`config.mk`:
```
export PLATFORM = sky130hd
export DESIGN_NAME = spi_serial_port
export DESIGN_NICKNAME = d
export VERILOG_FILES = /design/src/design/serial_port_pkg.sv /design/src/design/pin_sync.sv /design/src/design/half_period_divider.sv /design/src/design/spi_serial_port.sv
export SDC_FILE = /design/constraint.sdc
export NUM_CORES = 1
export LEC_CHECK = 0
export BUFFER_PORTS_ARGS = -buffer_cell sky130_fd_sc_hd__buf_4
export CAP_MARGIN = 20
export CORE_MARGIN = 5
export CORE_UTILIZATION = 43
export DETAILED_ROUTE_END_ITERATION = 8
export PLACE_DENSITY = 0.66
export RECOVER_POWER = 25
export SLEW_MARGIN = 20
export SYNTH_ARGS = -nofsm -noshare
export SYNTH_HDL_FRONTEND = slang
export SYNTH_HIERARCHICAL = 1
export SYNTH_SLANG_ARGS = --single-unit
```
`constraint.sdc`:
```
create_clock -name hclk -period 4.18 [get_ports hclk]
set_input_delay 1.254 -clock hclk [delete_from_list [all_inputs] [get_ports hclk]]
set_output_delay 1.254 -clock hclk [all_outputs]
set_load 0.1 [all_outputs]
```
`src/design/serial_port_pkg.sv`:
```
// constants and types shared by the serial port design
package serial_port_pkg;

  // register indices; byte address is four times the index
  localparam logic [7:0] CONTROL_IDX = 8'hb5;
  localparam logic [7:0] DATA_IDX    = 8'hb6;
  localparam logic [7:0] STATUS_IDX  = 8'hb7;

  // reset values
  localparam logic [7:0] CONTROL_RST = 8'h00;
  localparam logic [7:0] DATA_RST    = 8'h00;
  localparam logic [7:0] STATUS_RST  = 8'h00;

  // control field positions
  localparam int CTL_ENABLE = 7;
  localparam int CTL_LSB    = 6;
  localparam int CTL_MASTER = 5;
  localparam int CTL_CPOL   = 4;
  localparam int CTL_CPHA   = 3;
  localparam int CTL_DOUBLE = 2;
  localparam int CTL_RATE   = 0;

  // status field positions
  localparam int STS_DONE   = 7;
  localparam int STS_WRITE_COLLISION_FLAG   = 6;
  localparam int STS_SSHIGH = 5;
  localparam int STS_SWAP   = 3;
  localparam int STS_SELECT_PIN_ENABLE  = 2;

  // bits per byte and index of the last clock edge of a byte
  localparam logic [3:0] BITS_PER_BYTE  = 4'h8;
  localparam logic [3:0] LAST_HALF_EDGE = 4'hf;

  // half serial clock periods in system clocks, by rate code
  localparam logic [7:0] HALF_DIV4   = 8'h02;
  localparam logic [7:0] HALF_DIV16  = 8'h08;
  localparam logic [7:0] HALF_DIV64  = 8'h20;
  localparam logic [7:0] HALF_DIV128 = 8'h40;
  localparam logic [7:0] HALF_DIV2   = 8'h01;
  localparam logic [7:0] HALF_DIV8   = 8'h04;
  localparam logic [7:0] HALF_DIV32  = 8'h10;

  // control register layout
  typedef struct packed {
    logic       enable;
    logic       lsb_first;
    logic       master;
    logic       cpol;
    logic       cpha;
    logic       double_rate;
    logic [1:0] rate;
  } ctrl_t;

  // one driven pin: level and active-low enable
  typedef struct packed {
    logic o;
    logic oe_n;
  } pin_out_t;

  // transfer engine states
  typedef enum logic [2:0] {
    ST_IDLE = 3'b001,
    ST_MRUN = 3'b010,
    ST_SRUN = 3'b100
  } xfer_state_t;

endpackage

```
`src/design/pin_sync.sv`:
```
// two-flop synchroniser for pins from outside the clock domain
`timescale 1ns/100ps
module pin_sync #(
  parameter int WIDTH = 4
) (
  // clock and reset
  input  wire logic             hclk,
  input  wire logic             hresetn,
  // raw and synchronised levels
  input  wire logic [WIDTH-1:0] async_in,
  output logic      [WIDTH-1:0] sync_out
);

  logic [WIDTH-1:0] meta_r;
  logic [WIDTH-1:0] meta_nxt;
  logic [WIDTH-1:0] sync_nxt;

  // second stage only reads the first
  always_comb begin
    meta_nxt = async_in;
    sync_nxt = meta_r;
  end

  // register both stages
  always_ff @(posedge hclk or negedge hresetn) begin
    if (!hresetn) begin
      meta_r   <= '0;
      sync_out <= '0;
    end else begin
      meta_r   <= meta_nxt;
      sync_out <= sync_nxt;
    end
  end

endmodule

```
`src/design/half_period_divider.sv`:
```
// divider giving one enable pulse per serial clock half period
`timescale 1ns/100ps
module half_period_divider
  import serial_port_pkg::*;
(
  // clock and reset
  input  wire logic       hclk,
  input  wire logic       hresetn,
  // control
  input  wire logic       run,
  input  wire logic [2:0] rate_sel,
  // enable pulse
  output logic            tick
);

  logic [7:0] count_r;
  logic [7:0] count_nxt;
  logic [7:0] half_len;

  // half period length for a rate code
  function automatic logic [7:0] half_cycles(input logic [2:0] sel);
    case (sel)
      3'h0:    half_cycles = HALF_DIV4;
      3'h1:    half_cycles = HALF_DIV16;
      3'h2:    half_cycles = HALF_DIV64;
      3'h3:    half_cycles = HALF_DIV128;
      3'h4:    half_cycles = HALF_DIV2;
      3'h5:    half_cycles = HALF_DIV8;
      3'h6:    half_cycles = HALF_DIV32;
      default: half_cycles = HALF_DIV32;
    endcase
  endfunction

  // count up to the half period, restart when stopped
  always_comb begin
    half_len  = half_cycles(rate_sel);
    tick      = run && (count_r == half_len - 8'h01);
    count_nxt = count_r + 8'h01;
    if (!run || tick) begin
      count_nxt = 8'h00;
    end
  end

  always_ff @(posedge hclk or negedge hresetn) begin
    if (!hresetn) begin
      count_r <= 8'h00;
    end else begin
      count_r <= count_nxt;
    end
  end

endmodule

```
`src/design/spi_serial_port.sv`:
```
// serial peripheral port: ahb-lite registers, master and slave engine
// Summary of operation
// - full duplex bytes on four wires, master or slave, polarity, phase, order
// - writing the data register starts a byte transfer
// - master drives serial clock, shifting eight bits out and in together
// - byte completion sets the done flag and requests interrupt if enabled
// - with interrupt enabled, acknowledge clears the done flag
// - with interrupt disabled, status read then data access clears the flag
// - select is active low; master selects slave, slave is chosen externally
// - in slave mode select is an input and low activates the logic
// - select high in slave mode resets logic and drops partial data
// - master seeing select low becomes slave and sets the done flag; done is not set when the fault occurs in ST_SRUN
// - select as output in master mode follows the general port value
// - select disabled: pin free, internal select high for master, low slave
// - select input high sets the select-high flag, cleared by writing zero
// - polarity sets idle level; phase picks sample and setup edges
// - enable bit switches the port on and off
// - master bit selects master mode, clear gives slave mode
//
// Design decision made here: register access over AHB-Lite.
`timescale 1ns/100ps
module spi_serial_port
  import serial_port_pkg::*;
(
  // clock and reset
  input  wire logic        hclk,
  input  wire logic        hresetn,
  // ahb-lite slave
  input  wire logic        hsel,
  input  wire logic [31:0] haddr,
  input  wire logic [1:0]  htrans,
  input  wire logic        hwrite,
  input  wire logic [2:0]  hsize,
  input  wire logic [31:0] hwdata,
  input  wire logic        hready,
  output logic             hreadyout,
  output logic             hresp,
  output logic [31:0]      hrdata,
  // interrupt controller side
  input  wire logic        int_enable,
  input  wire logic        int_ack,
  output logic             irq_req,
  // general port for the select pin
  input  wire logic        select_port_direction,
  input  wire logic        select_port_value,
  // serial clock pin
  input  wire logic        serial_clock_pin_in,
  output pin_out_t         serial_clock_pin,
  // master out data pin
  input  wire logic        master_out_pin_in,
  output pin_out_t         master_out_pin,
  // master in data pin
  input  wire logic        master_in_pin_in,
  output pin_out_t         master_in_pin,
  // select pin
  input  wire logic        slave_select_pin_in,
  output pin_out_t         slave_select_pin
);

  // register group
  ctrl_t       ctrl_r, ctrl_nxt;
  logic [7:0]  data_r, data_nxt;
  logic        done_r, done_nxt;
  logic        write_collision_flag_r, write_collision_flag_nxt;
  logic        sshigh_r, sshigh_nxt;
  logic        swap_r, swap_nxt;
  logic        select_pin_enable_r, select_pin_enable_nxt;
  logic        armed_r, armed_nxt;
  logic        wr_pend_r, wr_pend_nxt;
  logic [7:0]  widx_r, widx_nxt;
  logic [31:0] rdata_nxt;
  // engine group
  xfer_state_t state_r, state_nxt;
  logic [7:0]  tx_r, tx_nxt;
  logic [7:0]  rx_r, rx_nxt;
  logic [3:0]  hcnt_r, hcnt_nxt;
  logic [3:0]  cnt_r, cnt_nxt;
  logic        sck_r, sck_nxt;
  logic        first_r, first_nxt;
  logic        sck_prev_r;
  // synchronised pins and helpers
  logic [3:0]  pins_s;
  logic        sck_s, mo_s, mi_s, ss_s;
  logic        tick, accept, data_wr, data_rd, stat_rd;
  logic        collide, load, xfer_done, mode_fault;
  logic        ss_is_input, sel_int, slave_on, busy;
  logic        lead_ev, trail_ev, sample_ev, setup_ev, rx_bit, tx_bit;
  logic        mdrive, sdrive;

  // shift one received bit in, order per control
  function automatic logic [7:0] shift_in(input logic [7:0] v, input logic b,
                                          input logic lsb);
    shift_in = lsb ? {b, v[7:1]} : {v[6:0], b};
  endfunction

  // shift the transmit byte by one place
  function automatic logic [7:0] shift_out(input logic [7:0] v, input logic lsb);
    shift_out = lsb ? {1'b0, v[7:1]} : {v[6:0], 1'b0};
  endfunction

  pin_sync #(
    .WIDTH    (4)
  ) u_sync (
    .hclk     (hclk),
    .hresetn  (hresetn),
    .async_in ({serial_clock_pin_in, master_out_pin_in, master_in_pin_in,
                slave_select_pin_in}),
    .sync_out (pins_s)
  );

  assign sck_s = pins_s[3];
  assign mo_s  = pins_s[2];
  assign mi_s  = pins_s[1];
  assign ss_s  = pins_s[0];

  half_period_divider u_div (
    .hclk     (hclk),
    .hresetn  (hresetn),
    .run      (state_r == ST_MRUN),
    .rate_sel ({ctrl_r.double_rate, ctrl_r.rate}),
    .tick     (tick)
  );

  // bus decode; the slave never stalls
  always_comb begin
    hreadyout = 1'b1;
    hresp     = 1'b0;
    accept    = hsel && hready && htrans[1];
    stat_rd   = accept && !hwrite && haddr[9:2] == STATUS_IDX;
    data_rd   = accept && !hwrite && haddr[9:2] == DATA_IDX;
    data_wr   = wr_pend_r && widx_r == DATA_IDX;
  end

  // select handling and pin roles
  always_comb begin
    ss_is_input = select_pin_enable_r && !select_port_direction;
    sel_int     = select_pin_enable_r ? ss_s : ctrl_r.master;
    slave_on    = ctrl_r.enable && !ctrl_r.master && !sel_int;
    mode_fault  = ctrl_r.enable && ctrl_r.master && ss_is_input && !ss_s;
    busy        = state_r == ST_MRUN || (state_r == ST_SRUN && cnt_r != 4'h0);
    collide     = data_wr && busy;
    load        = data_wr && !busy;
    mdrive      = ctrl_r.enable && ctrl_r.master;
    sdrive      = slave_on;
  end

  // edge events from own divider or from the far clock
  always_comb begin
    lead_ev  = 1'b0;
    trail_ev = 1'b0;
    if (state_r == ST_MRUN) begin
      lead_ev  = tick && !hcnt_r[0];
      trail_ev = tick && hcnt_r[0];
    end else if (state_r == ST_SRUN) begin
      lead_ev  = sck_s != sck_prev_r && sck_s != ctrl_r.cpol;
      trail_ev = sck_s != sck_prev_r && sck_s == ctrl_r.cpol;
    end
    sample_ev = ctrl_r.cpha ? trail_ev : lead_ev;
    setup_ev  = ctrl_r.cpha ? (lead_ev && !first_r) : trail_ev;
    rx_bit    = (ctrl_r.master ^ swap_r) ? mi_s : mo_s;
    tx_bit    = ctrl_r.lsb_first ? tx_r[0] : tx_r[7];
  end

  // transfer engine next state
  always_comb begin
    state_nxt = state_r;
    tx_nxt    = tx_r;
    rx_nxt    = rx_r;
    hcnt_nxt  = hcnt_r;
    cnt_nxt   = cnt_r;
    sck_nxt   = sck_r;
    first_nxt = first_r;
    xfer_done = 1'b0;
    if (load) begin
      tx_nxt = data_wr_byte();
    end
    if (sample_ev) begin
      rx_nxt  = shift_in(rx_r, rx_bit, ctrl_r.lsb_first);
      cnt_nxt = cnt_r + 4'h1;
    end
    if (setup_ev) begin
      tx_nxt = shift_out(tx_r, ctrl_r.lsb_first);
    end
    if (lead_ev) begin
      first_nxt = 1'b0;
    end
    case (state_r)
      ST_IDLE: begin
        sck_nxt   = ctrl_r.cpol;
        hcnt_nxt  = 4'h0;
        cnt_nxt   = 4'h0;
        first_nxt = 1'b1;
        if (load && ctrl_r.enable && ctrl_r.master && !mode_fault) begin
          state_nxt = ST_MRUN;
        end else if (slave_on) begin
          state_nxt = ST_SRUN;
        end
      end
      ST_MRUN: begin
        if (tick) begin
          sck_nxt  = !sck_r;
          hcnt_nxt = hcnt_r + 4'h1;
        end
        if (tick && hcnt_r == LAST_HALF_EDGE) begin
          xfer_done = 1'b1;
          state_nxt = ST_IDLE;
        end
        if (mode_fault || !ctrl_r.enable) begin
          xfer_done = mode_fault;
          state_nxt = ST_IDLE;
        end
      end
      ST_SRUN: begin
        if (sample_ev && cnt_r == BITS_PER_BYTE - 4'h1) begin
          xfer_done = 1'b1;
          cnt_nxt   = 4'h0;
          first_nxt = 1'b1;
        end
        if (!slave_on) begin
          state_nxt = ST_IDLE;
          cnt_nxt   = 4'h0;
          rx_nxt    = 8'h00;
          xfer_done = 1'b0;
          // next selection restarts from the stored byte
          tx_nxt    = load ? data_wr_byte() : data_r;
        end
      end
      default: state_nxt = ST_IDLE;
    endcase
    if (state_r == ST_IDLE && mode_fault) begin
      xfer_done = 1'b1;
    end
  end

  // write data of the pending bus write
  function automatic logic [7:0] data_wr_byte();
    data_wr_byte = hwdata[7:0];
  endfunction

  // register file next state
  always_comb begin
    ctrl_nxt    = ctrl_r;
    data_nxt    = data_r;
    done_nxt    = done_r;
    write_collision_flag_nxt    = write_collision_flag_r;
    sshigh_nxt  = sshigh_r;
    swap_nxt    = swap_r;
    select_pin_enable_nxt   = select_pin_enable_r;
    armed_nxt   = armed_r;
    wr_pend_nxt = accept && hwrite;
    widx_nxt    = accept ? haddr[9:2] : widx_r;
    rdata_nxt   = 32'h0000_0000;
    if (stat_rd) begin
      armed_nxt = 1'b1;
    end
    if (armed_r && (data_rd || data_wr)) begin
      done_nxt  = 1'b0;
      write_collision_flag_nxt  = 1'b0;
      armed_nxt = 1'b0;
    end
    if (int_enable && int_ack) begin
      done_nxt = 1'b0;
    end
    if (wr_pend_r) begin
      case (widx_r)
        CONTROL_IDX: ctrl_nxt = ctrl_t'(hwdata[7:0]);
        STATUS_IDX: begin
          if (!hwdata[STS_SSHIGH]) begin
            sshigh_nxt = 1'b0;
          end
          swap_nxt  = hwdata[STS_SWAP];
          select_pin_enable_nxt = hwdata[STS_SELECT_PIN_ENABLE];
        end
        DATA_IDX: if (!busy) data_nxt = hwdata[7:0];
        default: ;
      endcase
    end
    if (mode_fault) begin
      ctrl_nxt.master = 1'b0;
    end
    if (xfer_done) begin
      done_nxt = 1'b1;
      // only take the pin when the last sample lands on this edge
      if (state_r != ST_IDLE && !mode_fault) begin
        data_nxt = sample_ev ? shift_in(rx_r, rx_bit, ctrl_r.lsb_first) : rx_r;
      end
    end
    if (collide) begin
      write_collision_flag_nxt = 1'b1;
    end
    if (ss_is_input && ss_s) begin
      sshigh_nxt = 1'b1;
    end
    if (accept && !hwrite) begin
      case (haddr[9:2])
        CONTROL_IDX: rdata_nxt = {24'h00_0000, ctrl_r};
        DATA_IDX:    rdata_nxt = {24'h00_0000, data_r};
        STATUS_IDX: begin
          rdata_nxt[STS_DONE]   = done_r;
          rdata_nxt[STS_WRITE_COLLISION_FLAG]   = write_collision_flag_r;
          rdata_nxt[STS_SSHIGH] = sshigh_r;
          rdata_nxt[STS_SWAP]   = swap_r;
          rdata_nxt[STS_SELECT_PIN_ENABLE]  = select_pin_enable_r;
        end
        default:     rdata_nxt = 32'h0000_0000;
      endcase
    end
  end

  // register both groups
  always_ff @(posedge hclk or negedge hresetn) begin
    if (!hresetn) begin
      ctrl_r     <= ctrl_t'(CONTROL_RST);
      data_r     <= DATA_RST;
      {done_r, write_collision_flag_r, sshigh_r} <= 3'h0;
      swap_r     <= STATUS_RST[STS_SWAP];
      select_pin_enable_r    <= STATUS_RST[STS_SELECT_PIN_ENABLE];
      armed_r    <= 1'b0;
      wr_pend_r  <= 1'b0;
      widx_r     <= 8'h00;
      hrdata     <= 32'h0000_0000;
      state_r    <= ST_IDLE;
      tx_r       <= 8'h00;
      rx_r       <= 8'h00;
      hcnt_r     <= 4'h0;
      cnt_r      <= 4'h0;
      sck_r      <= 1'b0;
      first_r    <= 1'b1;
      sck_prev_r <= 1'b0;
    end else begin
      ctrl_r     <= ctrl_nxt;
      data_r     <= data_nxt;
      done_r     <= done_nxt;
      write_collision_flag_r     <= write_collision_flag_nxt;
      sshigh_r   <= sshigh_nxt;
      swap_r     <= swap_nxt;
      select_pin_enable_r    <= select_pin_enable_nxt;
      armed_r    <= armed_nxt;
      wr_pend_r  <= wr_pend_nxt;
      widx_r     <= widx_nxt;
      hrdata     <= rdata_nxt;
      state_r    <= state_nxt;
      tx_r       <= tx_nxt;
      rx_r       <= rx_nxt;
      hcnt_r     <= hcnt_nxt;
      cnt_r      <= cnt_nxt;
      sck_r      <= sck_nxt;
      first_r    <= first_nxt;
      sck_prev_r <= sck_s;
    end
  end

  // pin drivers, enables active low
  always_comb begin
    irq_req               = done_r && int_enable;
    serial_clock_pin.o    = (mdrive && state_r == ST_MRUN) ? sck_r : ctrl_r.cpol;
    serial_clock_pin.oe_n = !mdrive;
    master_out_pin.o      = tx_bit;
    master_out_pin.oe_n   = !((mdrive && !swap_r) || (sdrive && swap_r));
    master_in_pin.o       = tx_bit;
    master_in_pin.oe_n    = !((mdrive && swap_r) || (sdrive && !swap_r));
    slave_select_pin.o    = select_port_value;
    slave_select_pin.oe_n = !select_port_direction
                            || (select_pin_enable_r && ctrl_r.enable && !ctrl_r.master);
  end

endmodule

```
==> results of run 1 <==
-- final timing paths --
path	startpoint	to
worst min-delay path	u_sync/meta_r[3]	u_sync/sync_out[3]
worst min register to register	u_sync/meta_r[3]	u_sync/sync_out[3]
min in group asynchronous	hresetn	u_div/count_r[1]
worst max-delay path	ctrl_r[1]	data_r[7]
max in group asynchronous	hresetn	cnt_r[3]
worst max register to register	ctrl_r[1]	data_r[7]
-- cell usage in the layout, fill, tap and decap left out, types with 3 or more instances in the layout --
cell                         instances
sky130_fd_sc_hd__nand2b_1            5
sky130_fd_sc_hd__a221o_1             5
sky130_fd_sc_hd__dfrtp_1            83
sky130_fd_sc_hd__a21o_1              3
sky130_fd_sc_hd__a22oi_1             8
sky130_fd_sc_hd__clkbuf_4            4
sky130_fd_sc_hd__conb_1             26
sky130_fd_sc_hd__a311oi_1            6
sky130_fd_sc_hd__nand2_1            32
sky130_fd_sc_hd__clkbuf_1            7
sky130_fd_sc_hd__nand4_1             3
sky130_fd_sc_hd__a21oi_1             5
sky130_fd_sc_hd__inv_1               8
sky130_fd_sc_hd__o21ai_0            12
sky130_fd_sc_hd__xnor2_1             9
sky130_fd_sc_hd__or3_1               3
sky130_fd_sc_hd__nand3b_1            3
sky130_fd_sc_hd__clkinvlp_4          3
sky130_fd_sc_hd__nor3_1              4
sky130_fd_sc_hd__a31oi_1             3
sky130_fd_sc_hd__ha_1                5
sky130_fd_sc_hd__clkbuf_8            9
sky130_fd_sc_hd__nor2_1             43
sky130_fd_sc_hd__xor2_1              7
sky130_fd_sc_hd__nor2b_1             5
sky130_fd_sc_hd__nand3_1            11
sky130_fd_sc_hd__buf_4              39
sky130_fd_sc_hd__mux2_2             34
sky130_fd_sc_hd__mux2i_1            46
-- flip-flops by register name, summed over array words and instances (netlist names), 4 cells and up --
name,cells
data_r,8
u_sync/sync_out,4
widx_r,8
u_div/count_r,8
hcnt_r,4
hrdata,8
u_sync/meta_r,4
cnt_r,4
rx_r,8
tx_r,8
ctrl_r,8
-- per-stage QoR --
step           std cells  setup WS, ns
2_1_floorplan        470         0.552
5_1_grt              629        0.0268
4_1_cts              628         0.290
3_5_place_dp         612         0.294
6_report             629         0.267
3_3_place_gp         612         0.350
-- worst reg2reg max path, delay by kind of cell (launching register included) --
kind,cells,cell delay (ns)
AND/OR/NAND/NOR,3,0.92
adder cells (fa/ha/maj),1,0.24
XOR/XNOR,1,0.23
AO/OA/AOI/OAI,3,1.11
multiplexers,3,0.81
flip-flops,1,0.48
-- power by group through the flow --
stage                     Clock (W)  Combinational (W)  Sequential (W)
final                      0.000578           0.000231        0.000873
after global routing       0.000632           0.000247        0.000877
after CTS                  0.000594           0.000234        0.000872
after detailed placement          0           0.000234        0.000889
after global placement            0           0.000230        0.000887
after floorplan                   0           0.000200        0.000880
-- per-layer routing --
| metal | GRT usage, % | up-vias | routed length [um] |
|---|---|---|---|
| met1 | 22.2 | 1679 | 4750 |
| li1 | - | 1608 | - |
| met5 | 0 | - | 0 |
| met2 | 27.1 | 75 | 5230 |
| met3 | 3.19 | 13 | 500 |
| met4 | 6.50 | 0 | 193 |
-- cell families after synthesis --
kind of cell | Yosys count | share of synthesized area, %
AOI/OAI and AO/OA | 67 | 11.0
other | 2 | 0.156
buffers and inverters | 55 | 7.03
DFF | 85 | 44.3
adders and majority gates | 5 | 1.30
xor gates and xnor gates | 17 | 3.26
muxes | 82 | 18.0
and+or+nand+nor | 133 | 14.9
-- Yosys cell counts, types with 6 or more instances --
| master | number | share of area, % |
|---|---|---|
| sky130_fd_sc_hd__inv_1 | 8 | 0.63 |
| sky130_fd_sc_hd__nor2_1 | 43 | 3.4 |
| sky130_fd_sc_hd__nand2_1 | 32 | 2.5 |
| sky130_fd_sc_hd__xnor2_1 | 9 | 1.6 |
| sky130_fd_sc_hd__a22oi_1 | 8 | 1.3 |
| sky130_fd_sc_hd__buf_2 | 6 | 0.63 |
| sky130_fd_sc_hd__a311oi_1 | 6 | 1.1 |
| sky130_fd_sc_hd__mux2_2 | 34 | 8.0 |
| sky130_fd_sc_hd__nand3_1 | 11 | 1.1 |
| sky130_fd_sc_hd__clkbuf_1 | 8 | 0.63 |
| sky130_fd_sc_hd__xor2_1 | 7 | 1.3 |
| sky130_fd_sc_hd__dfrtp_1 | 83 | 43 |
| sky130_fd_sc_hd__mux2i_1 | 46 | 9.6 |
| sky130_fd_sc_hd__buf_4 | 31 | 4.8 |
| sky130_fd_sc_hd__o21ai_0 | 12 | 1.3 |
-- layout make-up --
type | instances | area, sq um
Clock buffer | 11 | 131
Clock inverter | 5 | 61.3
Fill cell | 1006 | 5570
Inverter | 8 | 30.0
Multi-Input combinational cell | 330 | 2430
Sequential cell | 85 | 2130
Tap cell | 140 | 175
Timing Repair Buffer | 50 | 367
==> impl_results.rst, run 1 <==
.. list-table::
   :header-rows: 1

   * - Metric
     - Value
   * - CTS sink cnt
     - 85
   * - Worst clock skew
     - 0.0101 ns
   * - Drt first pass iters
     - 4
   * - Portion of the clock cycle consumed by the worst path in the final layout
     - 93.6%
   * - Clk slew on worst S/H paths
     - 0.09 ns
   * - Setup repair after global routing missed its margin
     - no
   * - Comb power frac
     - 13.7%
   * - Instance area after placement
     - 0.00513 sq mm
   * - Sequential fraction of design power
     - 51.9%
   * - Largest vdd supply drop
     - 0.166 mV
   * - CTS root buf
     - sky130_fd_sc_hd__clkbuf_8
   * - Antenna cell count
     - 0
   * - Slew @ Worst Pin
     - 1.71 ns
   * - Number of register bits inferred by synthesis
     - 85
   * - Path depth of the worst reg2reg path
     - 11
   * - Cells after Synth
     - 446
   * - Wire per inst
     - 17.0 um
   * - Yosys warning total
     - 6
   * - GRT Resource Usage Total
     - 16.7%
   * - Starting DRC count in detailed routing
     - 145
   * - Data required, critical path
     - 4.42 ns
   * - Post-layout minimum cycle time
     - 3.91 ns
   * - Clock network fraction of total power
     - 34.4%
   * - Synth-to-Final Area Change
     - 10.8%
   * - Leakage dissipation
     - 2.39 nW
   * - Via count of the first global-routing pass
     - 3,409
   * - Buffer count from post-CTS setup fixing
     - 0
   * - Post-route DRC
     - 0
   * - Cell-by-cell listing of the critical path
     - or3_1 > ha_1 > xnor2_1 > mux2i_1 > o21ai_2 > and4_1 > and4bb_1 > a21o_1 > o22ai_2 > mux2i_1 > mux2i_1
   * - Number of clock buffers inserted by TritonCTS
     - 9
   * - Seq/Total Area, Yosys
     - 44.3%
   * - Critical path buffer and inverter count
     - 0
   * - Initial core utilization
     - 44.1%
   * - Total stage count of the critical path
     - 11
   * - Depth of the CTS H-tree
     - 3
   * - Net switching power
     - 0.000496 W
   * - Antenna-violating nets left
     - 0
   * - Async set-or-reset flop fraction in the synthesized netlist
     - 100%
   * - Run status
     - finished with violations
   * - Final Hold Viols
     - 0
   * - Via density per instance
     - 5.37
   * - Detailed-route via count
     - 3,375
   * - Count of hold buffers inserted by post-cts repair
     - 0
   * - Power density over cell area
     - 316 mW/mm^2
   * - Biggest cell delay along the critical path
     - 0.72 ns
   * - Category of cells accounting for the largest share of critical-path delay
     - compound AO/OA/AOI/OAI gates
   * - Maximum clock rate
     - 0.256 GHz
   * - Weighted congestion reported at the end of routability-driven placement
     - 0.842
   * - Category of the worst setup path capture point
     - flop
   * - Global-route wire length before repair
     - 17,400 um
   * - Summed instance area of the synthesized netlist
     - 0.00480 sq mm
   * - Synthesized area per cell
     - 10.8 sq um
   * - Height of the chip
     - 116 um
   * - Width of the die
     - 116 um
   * - Worst slew margin relative to its limit
     - -13.9%
   * - HPWL after DPL
     - 7820 um
   * - Clock tree from TritonCTS
     - yes
   * - Number of gates given a new drive strength after cts
     - 0
   * - Buffers on Ports
     - 44
   * - Routed WL
     - 10,700 um
   * - Number of unique standard cell types used by synthesis
     - 67
   * - Max-cap violations
     - 1
   * - Fraction of power spent switching nets
     - 29.5%
   * - Share of the core filled with cells
     - 48.9%
   * - Maximum root-to-sink buffer count
     - 2
   * - Largest net degree at the start of global routing
     - 55
   * - Slowest library cell on the worst path
     - sky130_fd_sc_hd__o22ai_2
   * - Most common flop cell mapped by yosys
     - sky130_fd_sc_hd__dfrtp_1
   * - Most frequent cell on the critical path
     - sky130_fd_sc_hd__mux2i_1
   * - Share of final-layout standard cells stronger than drive strength 1
     - 22.9%
   * - Violated checks
     - capacitance limit, slew limit
   * - Initial antenna violation count
     - 0
   * - Overall Power
     - 0.00168 W
   * - Number of nets in the layout
     - 571
   * - Cell depth of the worst hold path
     - 0
   * - Post-route cell area
     - 0.00532 sq mm
   * - Core area
     - 0.0109 sq mm
   * - Slack of the worst reg-to-reg path
     - 0.27 ns
   * - Kind of critical path
     - flop to flop
   * - Setup violation total in the final timing report
     - 0
   * - Clock insertion delay at the later pin of the skew report
     - 0.36 ns
   * - Launching element type of the critical path
     - flop
   * - Crit path DAT
     - 4.15 ns
   * - Hold Crit Class
     - flop to flop
   * - Number of enable flip-flop cells after synthesis
     - 0
   * - Max Fanout on Critical Path
     - 12
   * - Final hold slack
     - 0.346 ns
   * - GR Overflow Total
     - 0
   * - Site Rows
     - 38
   * - Max Transition Viols Final
     - 32
   * - Internal power contribution
     - 0.00119 W
   * - Floorplan die area
     - 0.0134 sq mm
   * - Post-route setup TNS
     - 0 ns
   * - I/O pin cnt
     - 125
(Power assumes the default switching activity.)
==> inputs of run 2 (changes only) <==
--- a/config.mk
+++ b/config.mk
@@ -10,10 +10,10 @@
 export CORE_MARGIN = 5
 export CORE_UTILIZATION = 43
 export DETAILED_ROUTE_END_ITERATION = 8
-export PLACE_DENSITY = 0.66
+export HOLD_SLACK_MARGIN = 0.15
+export PLACE_DENSITY = 0.67
 export RECOVER_POWER = 25
 export SLEW_MARGIN = 20
 export SYNTH_ARGS = -nofsm -noshare
 export SYNTH_HDL_FRONTEND = slang
-export SYNTH_HIERARCHICAL = 1
 export SYNTH_SLANG_ARGS = --single-unit
==> impl_results.rst, run 2 <==
.. list-table::
   :header-rows: 1

   * - Metric
     - Value
   * - Launch instance of the worst min-delay path
     - u_sync.meta_r[0]
   * - Power density over cell area
     - 338 mW/mm^2
   * - Net switching power
     - 0.000529 W
   * - Share of the core filled with cells
     - 49.1%
   * - Synthesized area per cell
     - 10.8 sq um
   * - Leading cell types in the layout, fill and taps excluded
     - sky130_fd_sc_hd__dfrtp_1 (83), sky130_fd_sc_hd__mux2i_1 (46), sky130_fd_sc_hd__nor2_1 (44)
   * - Maximum clock rate
     - 0.315 GHz
   * - Via density per instance
     - 5.22
   * - Largest net degree at the start of global routing
     - 86
   * - Count of hold buffers inserted by post-cts repair
     - 0
   * - Setup violation total in the final timing report
     - 0
   * - Starting DRC count in detailed routing
     - 89
   * - Worst slew margin relative to its limit
     - -39.0%
   * - Antenna cell count
     - 0
   * - Non-filler instance count after layout
     - 600
   * - Comb power frac
     - 14.6%
   * - Amount of wire on met2 after detailed routing
     - 4890 um
   * - Synth-to-Final Area Change
     - 11.2%
   * - Height of the chip
     - 113 um
   * - Cells after Synth
     - 423
   * - Max-cap violations
     - 1
   * - Category of the worst setup path capture point
     - output port
   * - Seq/Total Area, Yosys
     - 46.5%
   * - Via count of the first global-routing pass
     - 3,151
   * - Worst reg2reg startpoint
     - u_div.count_r[2]
   * - Max Fanout on Critical Path
     - 6
   * - Launching element type of the critical path
     - flop
   * - Dpl cells
     - 584
   * - Weighted congestion reported at the end of routability-driven placement
     - 0.807
   * - Portion of the clock cycle consumed by the worst path in the final layout
     - 76.1%
   * - Number of enable flip-flop cells after synthesis
     - 0
   * - Depth of the CTS H-tree
     - 3
   * - Most common flop cell mapped by yosys
     - sky130_fd_sc_hd__dfrtp_1
   * - Wire per inst
     - 15.8 um
   * - Post-route DRC
     - 0
   * - Critical path buffer and inverter count
     - 1
   * - Number of unique standard cell types used by synthesis
     - 56
   * - Post-route setup TNS
     - 0 ns
   * - Top routing layer in use
     - met4
   * - Number of gates given a new drive strength after cts
     - 0
   * - Data required, critical path
     - 2.93 ns
   * - Number of clock buffers inserted by TritonCTS
     - 9
   * - Global-route wire length before repair
     - 15,600 um
   * - Met3 routed wirelength
     - 347 um
   * - Clock insertion delay at the later pin of the skew report
     - 0.37 ns
   * - Yosys warning total
     - 0
   * - Post-layout minimum cycle time
     - 3.18 ns
   * - Sequential fraction of design power
     - 50.9%
   * - Antenna-violating nets left
     - 0
   * - Clock tree from TritonCTS
     - yes
   * - Most common cell in the synthesized netlist
     - sky130_fd_sc_hd__dfrtp_1
   * - Buffer count from post-CTS setup fixing
     - 0
   * - Cell depth of the worst hold path
     - 0
   * - Worst flop-to-flop path endpoint
     - data_r[5]
   * - Final Hold Viols
     - 0
   * - Hold endpoint
     - u_sync.sync_out[0]
   * - Share of final-layout standard cells stronger than drive strength 1
     - 24.4%
   * - Site Rows
     - 37
   * - Width of the die
     - 113 um
   * - Worst clock skew
     - 0.0165 ns
   * - Async set-or-reset flop fraction in the synthesized netlist
     - 100%
   * - Slack of the worst reg-to-reg path
     - 1.38 ns
   * - Routed WL
     - 9500 um
   * - Drt first pass iters
     - 4
   * - CTS sink cnt
     - 85
   * - Library cell with the largest summed area after synthesis
     - sky130_fd_sc_hd__dfrtp_1
   * - Most frequent cell on the critical path
     - sky130_fd_sc_hd__nor2_1
   * - Floorplan die area
     - 0.0128 sq mm
   * - Max Transition Viols Final
     - 86
   * - Core area
     - 0.0104 sq mm
   * - I/O pin cnt
     - 125
   * - Number of register bits inferred by synthesis
     - 85
   * - Leakage dissipation
     - 2.28 nW
   * - Initial core utilization
     - 44.2%
   * - Internal power contribution
     - 0.00119 W
   * - HPWL after DPL
     - 6900 um
   * - Met1 Wirelength
     - 4110 um
   * - Fraction of power spent switching nets
     - 30.7%
   * - Kind of critical path
     - flop to output port
   * - Worst Slack Setup Final
     - 1.00 ns
   * - Summed instance area of the synthesized netlist
     - 0.00458 sq mm
   * - Setup repair after global routing missed its margin
     - no
   * - Slowest library cell on the worst path
     - sky130_fd_sc_hd__dfrtp_1
   * - Buffers on Ports
     - 44
   * - Most instantiated cells after synthesis
     - sky130_fd_sc_hd__dfrtp_1 (83), sky130_fd_sc_hd__mux2i_1 (46), sky130_fd_sc_hd__nor2_1 (44)
   * - Cell-by-cell listing of the critical path
     - nor2_1 > nand2_1 > nor2_1 > mux2_2 > buf_4
   * - Clock network fraction of total power
     - 34.5%
   * - GR Overflow Total
     - 0
   * - Number of nets in the layout
     - 545
   * - Clk slew on worst S/H paths
     - 0.10 ns
   * - Detailed-route via count
     - 3,130
   * - Biggest cell delay along the critical path
     - 0.43 ns
   * - Slew @ Worst Pin
     - 2.08 ns
   * - GRT Resource Usage Total
     - 15.2%
   * - Crit path DAT
     - 1.93 ns
   * - Hold Crit Class
     - flop to flop
   * - Maximum root-to-sink buffer count
     - 2
   * - CTS root buf
     - sky130_fd_sc_hd__clkbuf_8
   * - Violated checks
     - capacitance limit, slew limit
   * - Path depth of the worst reg2reg path
     - 7
   * - Initial antenna violation count
     - 0
   * - Cells taking the most area after synthesis
     - sky130_fd_sc_hd__dfrtp_1 (45%), sky130_fd_sc_hd__mux2i_1 (10%), sky130_fd_sc_hd__mux2_2 (9.6%)
   * - Largest vdd supply drop
     - 0.181 mV
   * - Category of cells accounting for the largest share of critical-path delay
     - simple AND/OR/NAND/NOR gates
   * - Run status
     - finished with violations
   * - Fraction of synthesized cell area taken by the top area cell type
     - 45.3%
   * - Post-place setup slack
     - 0.763 ns
   * - Leading cell type in the layout, fill and taps excluded
     - sky130_fd_sc_hd__dfrtp_1
## run 2: cell count changes after synthesis, moves of 3 or more
cell,change
sky130_fd_sc_hd__nand2_1,-7
sky130_fd_sc_hd__a311oi_1,-6
sky130_fd_sc_hd__and3_1,+6
sky130_fd_sc_hd__and2_1,+5
sky130_fd_sc_hd__mux2_2,+5
sky130_fd_sc_hd__xnor2_1,-5
sky130_fd_sc_hd__a221o_1,-4
sky130_fd_sc_hd__a21o_1,-3
sky130_fd_sc_hd__a21oi_1,+3
sky130_fd_sc_hd__and3b_1,+3
sky130_fd_sc_hd__inv_1,-3
sky130_fd_sc_hd__nor3b_1,+3
## run 2: cell families (layout without fill, tap and decap cells)
family          after synthesis  count (layout)  synth area share (%)
mux                          85              85                  19.6
other cells                   2              26                 0.164
compound gates               49              49                  8.22
simple gates                136             136                  15.4
xor+xnor                     11              11                  2.10
flops                        85              85                  46.5
buf+inv                      51              68                  6.96
fa+ha+maj                     4               4                  1.09
## run 2: stage by stage
step	total power, W	instance area, sq um	hold WS [ns]
finish	0.00172	5090	0.348
global route	0.00179	5090	0.373
CTS	0.00174	5100	0.352
detailed placement	0.00115	4900	0.336
global placement	0.00114	4900	0.332
floorplan	0.00110	4670	0.331
## run 2: cell type report
class	instances	area, sq um
fill	966	5280
inverter	5	18.8
clock inverter	7	75.1
timing repair buffer	47	350
tap	136	170
sequential	85	2130
clock buffer	9	124
multi-input combinational	311	2230
## run 2: power groups by stage
stage | clock (W) | combinational (W) | sequential (W)
floorplan | 0 | 0.000216 | 0.000885
global placement | 0 | 0.000248 | 0.000891
detailed placement | 0 | 0.000252 | 0.000894
CTS | 0.000611 | 0.000253 | 0.000877
global route | 0.000639 | 0.000268 | 0.000882
finish | 0.000595 | 0.000251 | 0.000877
## run 2: routing by layer
layer  track usage [%]  vias to the layer above
met5                 0                        -
met4              5.37                        0
met3              2.94                       12
met2              25.8                       60
met1              19.3                     1550
li1                  -                     1508
## run 2: worst max-delay path by stage
stage / to / startpoint / cells after the start / slack, ns
4_1_cts: serial_clock_pin[1] / state_r[2] / 5 / 0.99
3_3_place_gp: done_r / haddr[5] / 8 / 0.79
6_report: serial_clock_pin[1] / state_r[2] / 5 / 1.00
2_1_floorplan: irq_req / int_enable / 1 / 0.94
5_1_grt: serial_clock_pin[1] / state_r[2] / 5 / 0.93
3_5_place_dp: done_r / haddr[5] / 8 / 0.76
==> inputs of run 3 (changes only) <==
--- a/config.mk
+++ b/config.mk
@@ -5,13 +5,14 @@
 export SDC_FILE = /design/constraint.sdc
 export NUM_CORES = 1
 export LEC_CHECK = 0
+export ABC_AREA = 1
 export BUFFER_PORTS_ARGS = -buffer_cell sky130_fd_sc_hd__buf_4
 export CAP_MARGIN = 20
 export CORE_MARGIN = 5
 export CORE_UTILIZATION = 43
 export DETAILED_ROUTE_END_ITERATION = 8
 export HOLD_SLACK_MARGIN = 0.15
-export PLACE_DENSITY = 0.67
+export PLACE_DENSITY = 0.66
 export RECOVER_POWER = 25
 export SLEW_MARGIN = 20
 export SYNTH_ARGS = -nofsm -noshare
==> constraint.sdc (replaced) <==
create_clock -name hclk -period 3.17 [get_ports hclk]
set_input_delay 0.951 -clock hclk [delete_from_list [all_inputs] [get_ports hclk]]
set_output_delay 0.951 -clock hclk [all_outputs]
set_load 0.1 [all_outputs]
==> impl_results.rst, run 3 <==
.. list-table::
   :header-rows: 1

   * - Metric
     - Value
   * - Run status
     - finished with violations
   * - Violated checks
     - capacitance limit, slew limit
   * - Clock tree from TritonCTS
     - yes
   * - Fraction of power spent switching nets
     - 38.6%
   * - CTS sink cnt
     - 85
   * - Slew @ Worst Pin
     - 1.86 ns
   * - Setup violation total in the final timing report
     - 0
   * - Worst clock skew
     - 0.0104 ns
   * - Setup repair after global routing missed its margin
     - no
   * - Number of clock buffers inserted by TritonCTS
     - 9
   * - GRT Resource Usage Total
     - 17.1%
   * - Starting DRC count in detailed routing
     - 245
   * - Hold Crit Class
     - flop to flop
   * - Post-place setup slack
     - 0.537 ns
   * - Most common cell in the synthesized netlist
     - sky130_fd_sc_hd__nand2_1
   * - Number of register bits inferred by synthesis
     - 85
   * - Synth-to-Final Area Change
     - 11.0%
   * - Number of gates given a new drive strength after cts
     - 0
   * - Global-route wire length before repair
     - 17,800 um
   * - Cells taking the most area after synthesis
     - sky130_fd_sc_hd__dfrtp_1 (44%), sky130_fd_sc_hd__nand2_1 (12%), sky130_fd_sc_hd__inv_1 (6.7%)
   * - Initial core utilization
     - 43.7%
   * - Clk slew on worst S/H paths
     - 0.08 ns
   * - Slowest library cell on the worst path
     - sky130_fd_sc_hd__dfrtp_1
   * - Portion of the clock cycle consumed by the worst path in the final layout
     - 83.2%
   * - Post-route DRC
     - 0
   * - Instance area after placement
     - 0.00510 sq mm
   * - Final Hold Viols
     - 0
   * - Sequential fraction of design power
     - 45.5%
   * - Max Transition Viols Final
     - 34
   * - Leading cell type in the layout, fill and taps excluded
     - sky130_fd_sc_hd__nand2_1
   * - Core area
     - 0.0108 sq mm
   * - Antenna-violating nets left
     - 0
   * - Height of the chip
     - 115 um
   * - Largest vdd supply drop
     - 0.212 mV
   * - Weighted congestion reported at the end of routability-driven placement
     - 0.920
   * - Max-cap violations
     - 1
   * - Number of unique standard cell types used by synthesis
     - 40
   * - Clock insertion delay at the later pin of the skew report
     - 0.37 ns
   * - Via count of the first global-routing pass
     - 3,745
   * - Maximum root-to-sink buffer count
     - 2
   * - Summed instance area of the synthesized netlist
     - 0.00474 sq mm
   * - Initial antenna violation count
     - 0
   * - Kind of critical path
     - flop to output port
   * - HPWL after DPL
     - 8350 um
   * - Max Fanout on Critical Path
     - 3
   * - Buffer count from post-CTS setup fixing
     - 0
   * - Number of enable flip-flop cells after synthesis
     - 0
   * - Drt first pass iters
     - 4
   * - Post-route cell area
     - 0.00526 sq mm
   * - Buffers on Ports
     - 44
   * - Clock network fraction of total power
     - 24.6%
   * - Leakage dissipation
     - 2.77 nW
   * - Fraction of synthesized area in multiplexers
     - 1.98%
   * - GR Overflow Total
     - 0
   * - Count of hold buffers inserted by post-cts repair
     - 0
   * - Cells after Synth
     - 600
   * - Post-layout minimum cycle time
     - 2.64 ns
   * - Antenna cell count
     - 0
   * - Cell-by-cell listing of the critical path
     - nor3_2 > nand3_1 > o21ai_1 > buf_4
   * - Number of nets in the layout
     - 729
   * - Internal power contribution
     - 0.00176 W
   * - Yosys warning total
     - 0
   * - Biggest cell delay along the critical path
     - 0.42 ns
   * - Comb power frac
     - 29.9%
   * - Width of the die
     - 115 um
   * - Async set-or-reset flop fraction in the synthesized netlist
     - 100%
   * - Non-filler instance count after layout
     - 788
   * - Maximum clock rate
     - 0.379 GHz
   * - Net switching power
     - 0.00111 W
   * - Leading cell types in the layout, fill and taps excluded
     - sky130_fd_sc_hd__nand2_1 (147), sky130_fd_sc_hd__inv_1 (84), sky130_fd_sc_hd__dfrtp_1 (83)
   * - Area share of and/or/nand/nor cells after synthesis
     - 26.4%
   * - Power density over cell area
     - 546 mW/mm^2
   * - Main combinational cell family by area after synthesis
     - simple AND/OR/NAND/NOR gates
   * - Wire per inst
     - 13.8 um
   * - Category of the worst setup path capture point
     - output port
   * - Fraction of the mapped netlist area in compound gates
     - 10.6%
   * - Floorplan die area
     - 0.0132 sq mm
   * - CTS root buf
     - sky130_fd_sc_hd__clkbuf_8
   * - Xor-xnor portion of the synthesized cell area
     - 1.66%
   * - Share of final-layout standard cells stronger than drive strength 1
     - 15.3%
   * - Data required, critical path
     - 2.22 ns
   * - Routed WL
     - 10,900 um
   * - Crit path DAT
     - 1.69 ns
   * - Library cell with the largest summed area after synthesis
     - sky130_fd_sc_hd__dfrtp_1
   * - Site Rows
     - 38
   * - Seq/Total Area, Yosys
     - 45.0%
   * - Share of the core filled with cells
     - 48.5%
   * - Largest net degree at the start of global routing
     - 53
   * - Worst Slack Setup Final
     - 0.532 ns
   * - Launching element type of the critical path
     - flop
   * - Fraction of synthesized cell area taken by the top area cell type
     - 43.8%
   * - Detailed-route via count
     - 3,900
   * - Worst slew margin relative to its limit
     - -24.0%
   * - I/O pin cnt
     - 125
   * - Depth of the CTS H-tree
     - 3
   * - Dpl cells
     - 772
   * - Via density per instance
     - 4.95
   * - Adder and majority gate portion of the synthesized area
     - 1.06%
   * - Most instantiated cells after synthesis
     - sky130_fd_sc_hd__nand2_1 (147), sky130_fd_sc_hd__inv_1 (84), sky130_fd_sc_hd__dfrtp_1 (83)
   * - Most common flop cell mapped by yosys
     - sky130_fd_sc_hd__dfrtp_1
   * - Synthesized area per cell
     - 7.90 sq um
[run 3: cell types whose count changed in the layout (fill, tap and decap cells not counted), sizes merged, moves of 6 or more]
cell    previous run  this run
o211ai             0         6
and3               7         0
mux2              39         3
nand3             12        38
nand4              5        12
nand2             25       162
o21ai             13        51
nor2b              6         0
inv                6        86
and2               8         0
a22oi              8         0
a21oi              8        27
clkbuf            14        20
mux2i             46         6
[run 3: worst paths after layout]
path	from	endpoint	slack, ns	cells after the start
min in group asynchronous	hresetn	hcnt_r[3]	1.07	1
max in group asynchronous	hresetn	first_r	0.99	2
setup / recovery	state_r[2]	serial_clock_pin[1]	0.53	4
setup reg to reg	state_r[0]	state_r[2]	0.60	10
hold / removal	u_sync.meta_r[0]	u_sync.sync_out[0]	0.35	0
hold reg to reg	u_sync.meta_r[0]	u_sync.sync_out[0]	0.35	0
[run 3: final cells by class]
| class | instances | area (sq um) |
|---|---|---|
| Tap cell | 140 | 175 |
| Fill cell | 1036 | 5580 |
| Clock inverter | 3 | 21.3 |
| Timing Repair Buffer | 51 | 388 |
| Multi-Input combinational cell | 410 | 2070 |
| Sequential cell | 85 | 2130 |
| Clock buffer | 13 | 149 |
| Inverter | 86 | 323 |
[run 3: routing by layer]
layer | vias to the layer above | global-route usage (%) | wire (um)
li1 | 1951 | - | -
met1 | 1849 | 21.9 | 4870
met2 | 77 | 28.2 | 5250
met3 | 23 | 3.63 | 452
met4 | 0 | 7.12 | 285
met5 | - | 0 | 0
[run 3: critical path, delay by kind of cell (launching register included)]
kind / cells / cell delay (ns)
buf+inv: 1 / 0.31
compound gates: 1 / 0.17
simple gates: 2 / 0.41
flops: 1 / 0.42
[run 3: cells by family after synthesis]
group | after synthesis
simple gates | 269
buf+inv | 129
compound gates | 93
flops | 85
xor+xnor | 9
mux | 9
fa+ha+maj | 4
other cells | 2
[run 3: power groups by stage]
stage	registers [W]	clock network (W)	logic [W]
3_3_place_gp	0.00132	0	0.000836
5_1_grt	0.00132	0.000762	0.000951
6_report	0.00130	0.000706	0.000859
3_5_place_dp	0.00133	0	0.000856
4_1_cts	0.00130	0.000721	0.000859
2_1_floorplan	0.00130	0	0.000711
[run 3: metrics by stage]
| stage | power, W | hold slack [ns] | TNS [ns] |
|---|---|---|---|
| 2_1_floorplan | 0.00201 | 0.331 | -0.161 |
| 3_3_place_gp | 0.00216 | 0.335 | 0 |
| 3_5_place_dp | 0.00218 | 0.335 | 0 |
| 4_1_cts | 0.00288 | 0.354 | 0 |
| 5_1_grt | 0.00303 | 0.361 | 0 |
| 6_report | 0.00287 | 0.351 | 0 |
